$ cat src/rtl/pin_mux_defs.svh
`ifndef PIN_MUX_DEFS_SVH
`define PIN_MUX_DEFS_SVH

`define ADDR_WIDTH 18
`define DATA_WIDTH 16
`define KEEPER_EN_RESET 1'b0
`define MODE_RESET 2'h1

`endif

$ cat src/rtl/pin_mux_pkg.sv
package pin_mux_pkg;
    typedef enum logic [1:0] {
        MODE_FLOAT = 2'h1,
        MODE_EXT_MEM = 2'h2
    } port_mode_e;
    typedef enum logic [2:0] {
        ST_FLOAT = 3'h1,
        ST_EXT_MEM = 3'h2,
        ST_HOST = 3'h4
    } mux_state_e;
endpackage : pin_mux_pkg

$ cat src/rtl/data_pin_if.sv
`timescale 1ns/1ps
`default_nettype none
interface data_pin_if #(parameter int WIDTH = 16);
    logic drive_en;
    logic keeper_en;
    logic [WIDTH-1:0] drive_val;
    logic [WIDTH-1:0] pin_in;
    logic [WIDTH-1:0] keep_val;
    logic [WIDTH-1:0] keep_oe;
    modport ctrl (output drive_en, output keeper_en, output drive_val, output pin_in, input keep_val, input keep_oe);
    modport keeper (input drive_en, input keeper_en, input drive_val, input pin_in, output keep_val, output keep_oe);
endinterface : data_pin_if
`default_nettype wire

$ cat src/rtl/parallel_port_pin_mux.sv
// Summary of operation
// - Mode-select high: device drives 18-bit address bus for external memory.
// - External memory mode: data pins driven on writes, sampled on reads.
// - Host-port mode: data pins carry 16-bit host transfers to internal memory.
// - Enabled keepers hold undriven data pins at last driven level.
// - Keepers disabled after reset; software enable bit controls them.
// - Float-control low tri-states all address and data pins in any mode.
`timescale 1ns/1ps
`default_nettype none
`include "pin_mux_defs.svh"
module parallel_port_pin_mux #(
    parameter int ADDR_W = `ADDR_WIDTH,
    parameter int DATA_W = `DATA_WIDTH
) (
    input wire logic core_clk,
    input wire logic rst,
    input wire logic port_function_select,
    input wire logic float_n,
    input wire logic bus_keeper_enable,
    input wire logic [ADDR_W-1:0] mem_addr,
    input wire logic [DATA_W-1:0] mem_wdata,
    input wire logic mem_write,
    output logic [DATA_W-1:0] mem_rdata,
    input wire logic [DATA_W-1:0] host_rdata,
    input wire logic host_read,
    output logic [ADDR_W-1:0] host_addr,
    output logic [DATA_W-1:0] host_wdata,
    input wire logic [ADDR_W-1:0] port_address_bus_in,
    output logic [ADDR_W-1:0] port_address_bus_out,
    output logic port_address_bus_oe,
    input wire logic [DATA_W-1:0] port_data_bus_in,
    output logic [DATA_W-1:0] port_data_bus_out,
    output logic [DATA_W-1:0] port_data_bus_oe,
    output logic external_memory_mode,
    output logic host_port_mode
);
    // Elaboration-time check: the pin map serves only these widths
    if (ADDR_W != `ADDR_WIDTH || DATA_W != `DATA_WIDTH)
    begin : g_bad_width
        $error("Unsupported bus width");
    end

    ////////////////////////////////////////////////////////////////////////////
    // Mode state
    pin_mux_pkg::mux_state_e state_reg;
    pin_mux_pkg::mux_state_e state_next;
    logic keeper_en_reg;
    logic keeper_en_next;

    always_comb
    begin
        keeper_en_next = bus_keeper_enable;
        if (!float_n)
        begin
            state_next = pin_mux_pkg::ST_FLOAT;
        end
        else if (port_function_select)
        begin
            state_next = pin_mux_pkg::ST_EXT_MEM;
        end
        else
        begin
            state_next = pin_mux_pkg::ST_HOST;
        end
    end

    always_ff @(posedge core_clk)
    begin
        if (rst)
        begin
            state_reg <= pin_mux_pkg::ST_FLOAT;
            keeper_en_reg <= `KEEPER_EN_RESET;
        end
        else
        begin
            state_reg <= state_next;
            keeper_en_reg <= keeper_en_next;
        end
    end

    ////////////////////////////////////////////////////////////////////////////
    // Pin drive
    logic [ADDR_W-1:0] aout_next;
    logic aoe_next;
    logic [DATA_W-1:0] dout_next;
    logic [DATA_W-1:0] doe_next;
    logic [DATA_W-1:0] mem_rdata_next;
    logic [ADDR_W-1:0] host_addr_next;
    logic [DATA_W-1:0] host_wdata_next;
    logic ext_next;
    logic hpm_next;
    logic drv_next;
    logic [DATA_W-1:0] dpin_next;

    data_pin_if #(.WIDTH(DATA_W)) dp ();

    bus_keeper #(.WIDTH(DATA_W)) u_keeper (
        .core_clk(core_clk),
        .rst(rst),
        .dp(dp.keeper)
    );

    always_comb
    begin
        aout_next = '0;
        aoe_next = 1'b0;
        drv_next = 1'b0;
        dout_next = '0;
        mem_rdata_next = mem_rdata;
        host_addr_next = host_addr;
        host_wdata_next = host_wdata;
        ext_next = 1'b0;
        hpm_next = 1'b0;
        unique case (state_next)
            pin_mux_pkg::ST_FLOAT:
            begin
                aoe_next = 1'b0;
            end
            pin_mux_pkg::ST_EXT_MEM:
            begin
                ext_next = 1'b1;
                aout_next = mem_addr;
                aoe_next = 1'b1;
                drv_next = mem_write;
                dout_next = mem_wdata;
                if (!mem_write)
                begin
                    mem_rdata_next = port_data_bus_in;
                end
            end
            pin_mux_pkg::ST_HOST:
            begin
                hpm_next = 1'b1;
                aoe_next = 1'b0;
                host_addr_next = port_address_bus_in;
                drv_next = host_read;
                dout_next = host_rdata;
                if (!host_read)
                begin
                    host_wdata_next = port_data_bus_in;
                end
            end
        endcase
    end

    assign dp.drive_en = drv_next;
    assign dp.drive_val = dout_next;
    assign dp.keeper_en = keeper_en_reg & float_n;
    assign dp.pin_in = port_data_bus_in;

    always_comb
    begin
        doe_next = drv_next ? '1 : dp.keep_oe;
        dpin_next = drv_next ? dout_next : dp.keep_val;
    end

    always_ff @(posedge core_clk)
    begin
        if (rst)
        begin
            port_address_bus_out <= '0;
            port_address_bus_oe <= 1'b0;
            port_data_bus_out <= '0;
            port_data_bus_oe <= '0;
            mem_rdata <= '0;
            host_addr <= '0;
            host_wdata <= '0;
            external_memory_mode <= 1'b0;
            host_port_mode <= 1'b0;
        end
        else
        begin
            port_address_bus_out <= aout_next;
            port_address_bus_oe <= aoe_next;
            port_data_bus_out <= dpin_next;
            port_data_bus_oe <= doe_next;
            mem_rdata <= mem_rdata_next;
            host_addr <= host_addr_next;
            host_wdata <= host_wdata_next;
            external_memory_mode <= ext_next;
            host_port_mode <= hpm_next;
        end
    end
endmodule : parallel_port_pin_mux
`default_nettype wire

$ cat src/rtl/bus_keeper.sv
`timescale 1ns/1ps
`default_nettype none
`include "pin_mux_defs.svh"
module bus_keeper #(
    parameter int WIDTH = `DATA_WIDTH
) (
    input wire logic core_clk,
    input wire logic rst,
    data_pin_if.keeper dp
);
    logic [WIDTH-1:0] last_reg;
    logic [WIDTH-1:0] last_next;

    always_comb
    begin
        last_next = last_reg;
        if (dp.drive_en)
        begin
            last_next = dp.drive_val;
        end
        else if (!dp.keeper_en)
        begin
            last_next = dp.pin_in;
        end
    end

    always_ff @(posedge core_clk)
    begin
        if (rst)
        begin
            last_reg <= '0;
        end
        else
        begin
            last_reg <= last_next;
        end
    end

    // Per-bit weak hold of last driven level
    genvar i;
    generate
        for (i = 0; i < WIDTH; i++)
        begin : g_keep
            assign dp.keep_oe[i] = dp.keeper_en & ~dp.drive_en;
            assign dp.keep_val[i] = last_reg[i];
        end
    endgenerate
endmodule : bus_keeper
`default_nettype wire

$ cat config.mk
export PLATFORM = sky130hd
export DESIGN_NAME = parallel_port_pin_mux
export DESIGN_NICKNAME = d
export VERILOG_FILES = /design/src/rtl/pin_mux_pkg.sv /design/src/rtl/data_pin_if.sv /design/src/rtl/parallel_port_pin_mux.sv /design/src/rtl/bus_keeper.sv
export VERILOG_INCLUDE_DIRS = /design/src /design/src/rtl
export SDC_FILE = /design/constraint.sdc
export NUM_CORES = 1
export LEC_CHECK = 0
export ABC_AREA = 1
export BUFFER_PORTS_ARGS = -buffer_cell sky130_fd_sc_hd__buf_2
export CORE_MARGIN = 2
export CORE_UTILIZATION = 42
export DETAILED_ROUTE_END_ITERATION = 7
export GPL_TIMING_DRIVEN = 0
export PLACE_DENSITY_LB_ADDON = 0.1
export REMOVE_ABC_BUFFERS = 1
export SYNTH_ARGS = -nofsm -noshare
export SYNTH_HDL_FRONTEND = slang
export SYNTH_SLANG_ARGS = --single-unit
$ cat constraint.sdc
create_clock -name core_clk -period 1.05 [get_ports core_clk]
set_input_delay 0 -clock core_clk [delete_from_list [all_inputs] [get_ports core_clk]]
set_output_delay 0 -clock core_clk [all_outputs]
set_load 0.05 [all_outputs]
==> flow_summary.ini <==
[pwr]
peakVddDrop_mv = 0.7948
p_per_area_nw_per_um2 = 1432
finalPower_mw = 8.552
leakagePower_nw = 3.071

[route]
dr.first_iter.drc_count = 158
dr.pass1.iters = 6
route.final.wire_length_mm = 13.26
vias = 4324
route.detailed.drc = 0
antenna_left = 0
wl_per_cell_um = 14.78
vias_per_cell = 4.821

[setup_path]
cp-start-kind = register
crit_fanout = 16
endpoint_kind = output pin
crit_arrival_ns = 1.06
critical_path_buf_inv_count = 1
path_delay_family = flip-flops
cpMaxStageDelayCell = dfxtp_4
crit_path_cell_trace = clkbuf_4
crit_required_ns = 1.05
slowest_delay_ns = 0.44
crit_type = register to output pin

[global_routing]
antenna_found_initial = 0
grt_pass1_wl_mm = 20.81
grt.met1_usage_pct = 28.76
grt_max_degree = 40
gr-usage-all-layers_pct = 24.02
grt-ovfl-total = 0
grt_util_met2_pct = 42.72
use_met3_pct = 4.216
grt_pass1_vias = 4168
grt_busiest_layer = met2

[clock_network]
clk_latency_ns = 0.36
htreeDepth = 3
path_clk_slew_ns = 0.10
clockBufferDepth = 2
clock_sinks = 104
tritoncts = yes
cts_buffers = 9
clockRootBuffer = clkbuf_8

[placement]
place_inst = 814
hpwl_mm = 7.398
gp_congestion = 0.7556
placed_area_um2 = 4979
place_ws_ns = -1.357
portBuffers = 193

[sta]
hold_viol_final = 0
finalClockSkew_ns = 0.01081
setup_viol = 13
max_freq_mhz = 944.6
slew_headroom_pct = 66.99
period_share_pct = 100.8
worst_pin_slew_ns = 0.4952
drv_slew = 0
finalCriticalPeriod_ns = 1.059
rsz0062_at_grt = yes
setup_ws_ns = -0.008635

[synth]
netlist-cell-type-count = 23
synth_seq_area_share_pct = 49.94
async_flop_share_pct = 0
synth_area_um2 = 4169
syn-mean-instance-area_um2 = 7.735
yosysWarnings = 0
synth_flop_cell = dfxtp_1
synth-seq-cells = 104
synth_edf_count = 0
netlist_instances = 539

[die]
chipWidth_um = 103.6
die_area_um2 = 10740
die_h_um = 103.6
ioPinCount = 194
num_rows = 36
core_um2 = 9684
start_util_pct = 43.05

[flow_run]
max_cap_viol_count = 0

[finish]
n_antenna_cell = 0
fin_cells = 897
drive_gt1_share_pct = 31.68
largestRegisters = host_addr x18, port_address_bus_out x18
final_common_cell = buf_2
area_growth_pct = 43.22
layout.nets = 851
final_cell_mix = buf_2 (175), dfxtp_1 (102), nor2_1 (89)
final_area_um2 = 5971
num-fill-cells = 919

[status]
violations = negative setup slack
outcome = finished, violations left

[worst_hold_path]
hp-class = primary input to register
==> tightest hold or removal path, cell delays in order <==
cell and delay [ns]:
buf_2 0.10, nand3_1 0.07, nand2_1 0.05, nand2_1 0.07, a21oi_1 0.06
==> cell usage after synthesis (6+ instances only) <==
| master | number | share of area [%] |
|---|---|---|
| dfxtp_1 | 104 | 50 |
| nor2_1 | 89 | 8.0 |
| nand2_1 | 65 | 5.9 |
| inv_1 | 54 | 4.9 |
| nand3_1 | 48 | 5.8 |
| o21ai_0 | 36 | 4.3 |
| a21oi_1 | 32 | 3.8 |
| nand4_1 | 32 | 4.8 |
| buf_4 | 18 | 3.2 |
| buf_2 | 16 | 1.9 |
| o21ai_1 | 11 | 1.3 |
| buf_6 | 8 | 2.2 |
| clkbuf_1 | 6 | 0.54 |
==> final timing paths <==
check | startpoint | endpoint | slack, ns | depth (start not counted)
min reg2reg | host_wdata[11] | host_wdata[11] | 0.44 | 2
min | host_rdata[14] | port_data_bus_out[14] | 0.03 | 5
max reg2reg | keeper_en_reg | u_keeper.dp.keep_val[6] | 0.03 | 6
max | port_data_bus_oe[14] | port_data_bus_oe[0] | -0.009 | 1
==> stage by stage <==
step	TNS, ns	hold slack (ns)	util [%]
after floorplan	-80.89	0.06907	-
after global placement	-101.39	0.2142	51.20
after detailed placement	-90.79	0.2196	51.41
after CTS	-0.4332	0.01188	60.40
after global routing	-1.268	0.03705	61.65
final	-0.07856	0.02581	61.65
==> final cells by class <==
type	instances	area [µm²]	share of cell area, %
tap	133	166.4	2.787
multi-input combinational	328	1593	26.68
sequential	104	2090	35.00
timing repair buffer	258	1694	28.37
inverter	59	254.0	4.254
clock buffer	13	158.9	2.661
clock inverter	2	15.01	0.2515
==> logic make-up after synthesis <==
group,Yosys count,synth area share [%]
buffers and inverters,111,13.72
AND/OR/NAND/NOR,241,26.02
AO/OA/AOI/OAI,83,10.32
flip-flops,104,49.94
==> power by group <==
group          switching (mW)  internal [mW]
clock network            1.27          0.983
logic                    1.39          0.651
registers              0.0963           4.16
==> repair_timing <==
item	CTS	global route
endpoints found under the hold margin	69	0
gates cloned	3	2
gates resized for setup	19	25
hold buffers	53	0
setup endpoints to repair	99	50
pin swaps	4	11
buffers inserted	7	3
==> layer usage <==
layer | vias up | part of all wire [%]
li1 | 2165 | -
met2 | 158 | 49
met1 | 1989 | 44
met4 | 0 | 0.95
met3 | 12 | 5.8
met5 | - | 0
(Power assumes the default switching activity.)
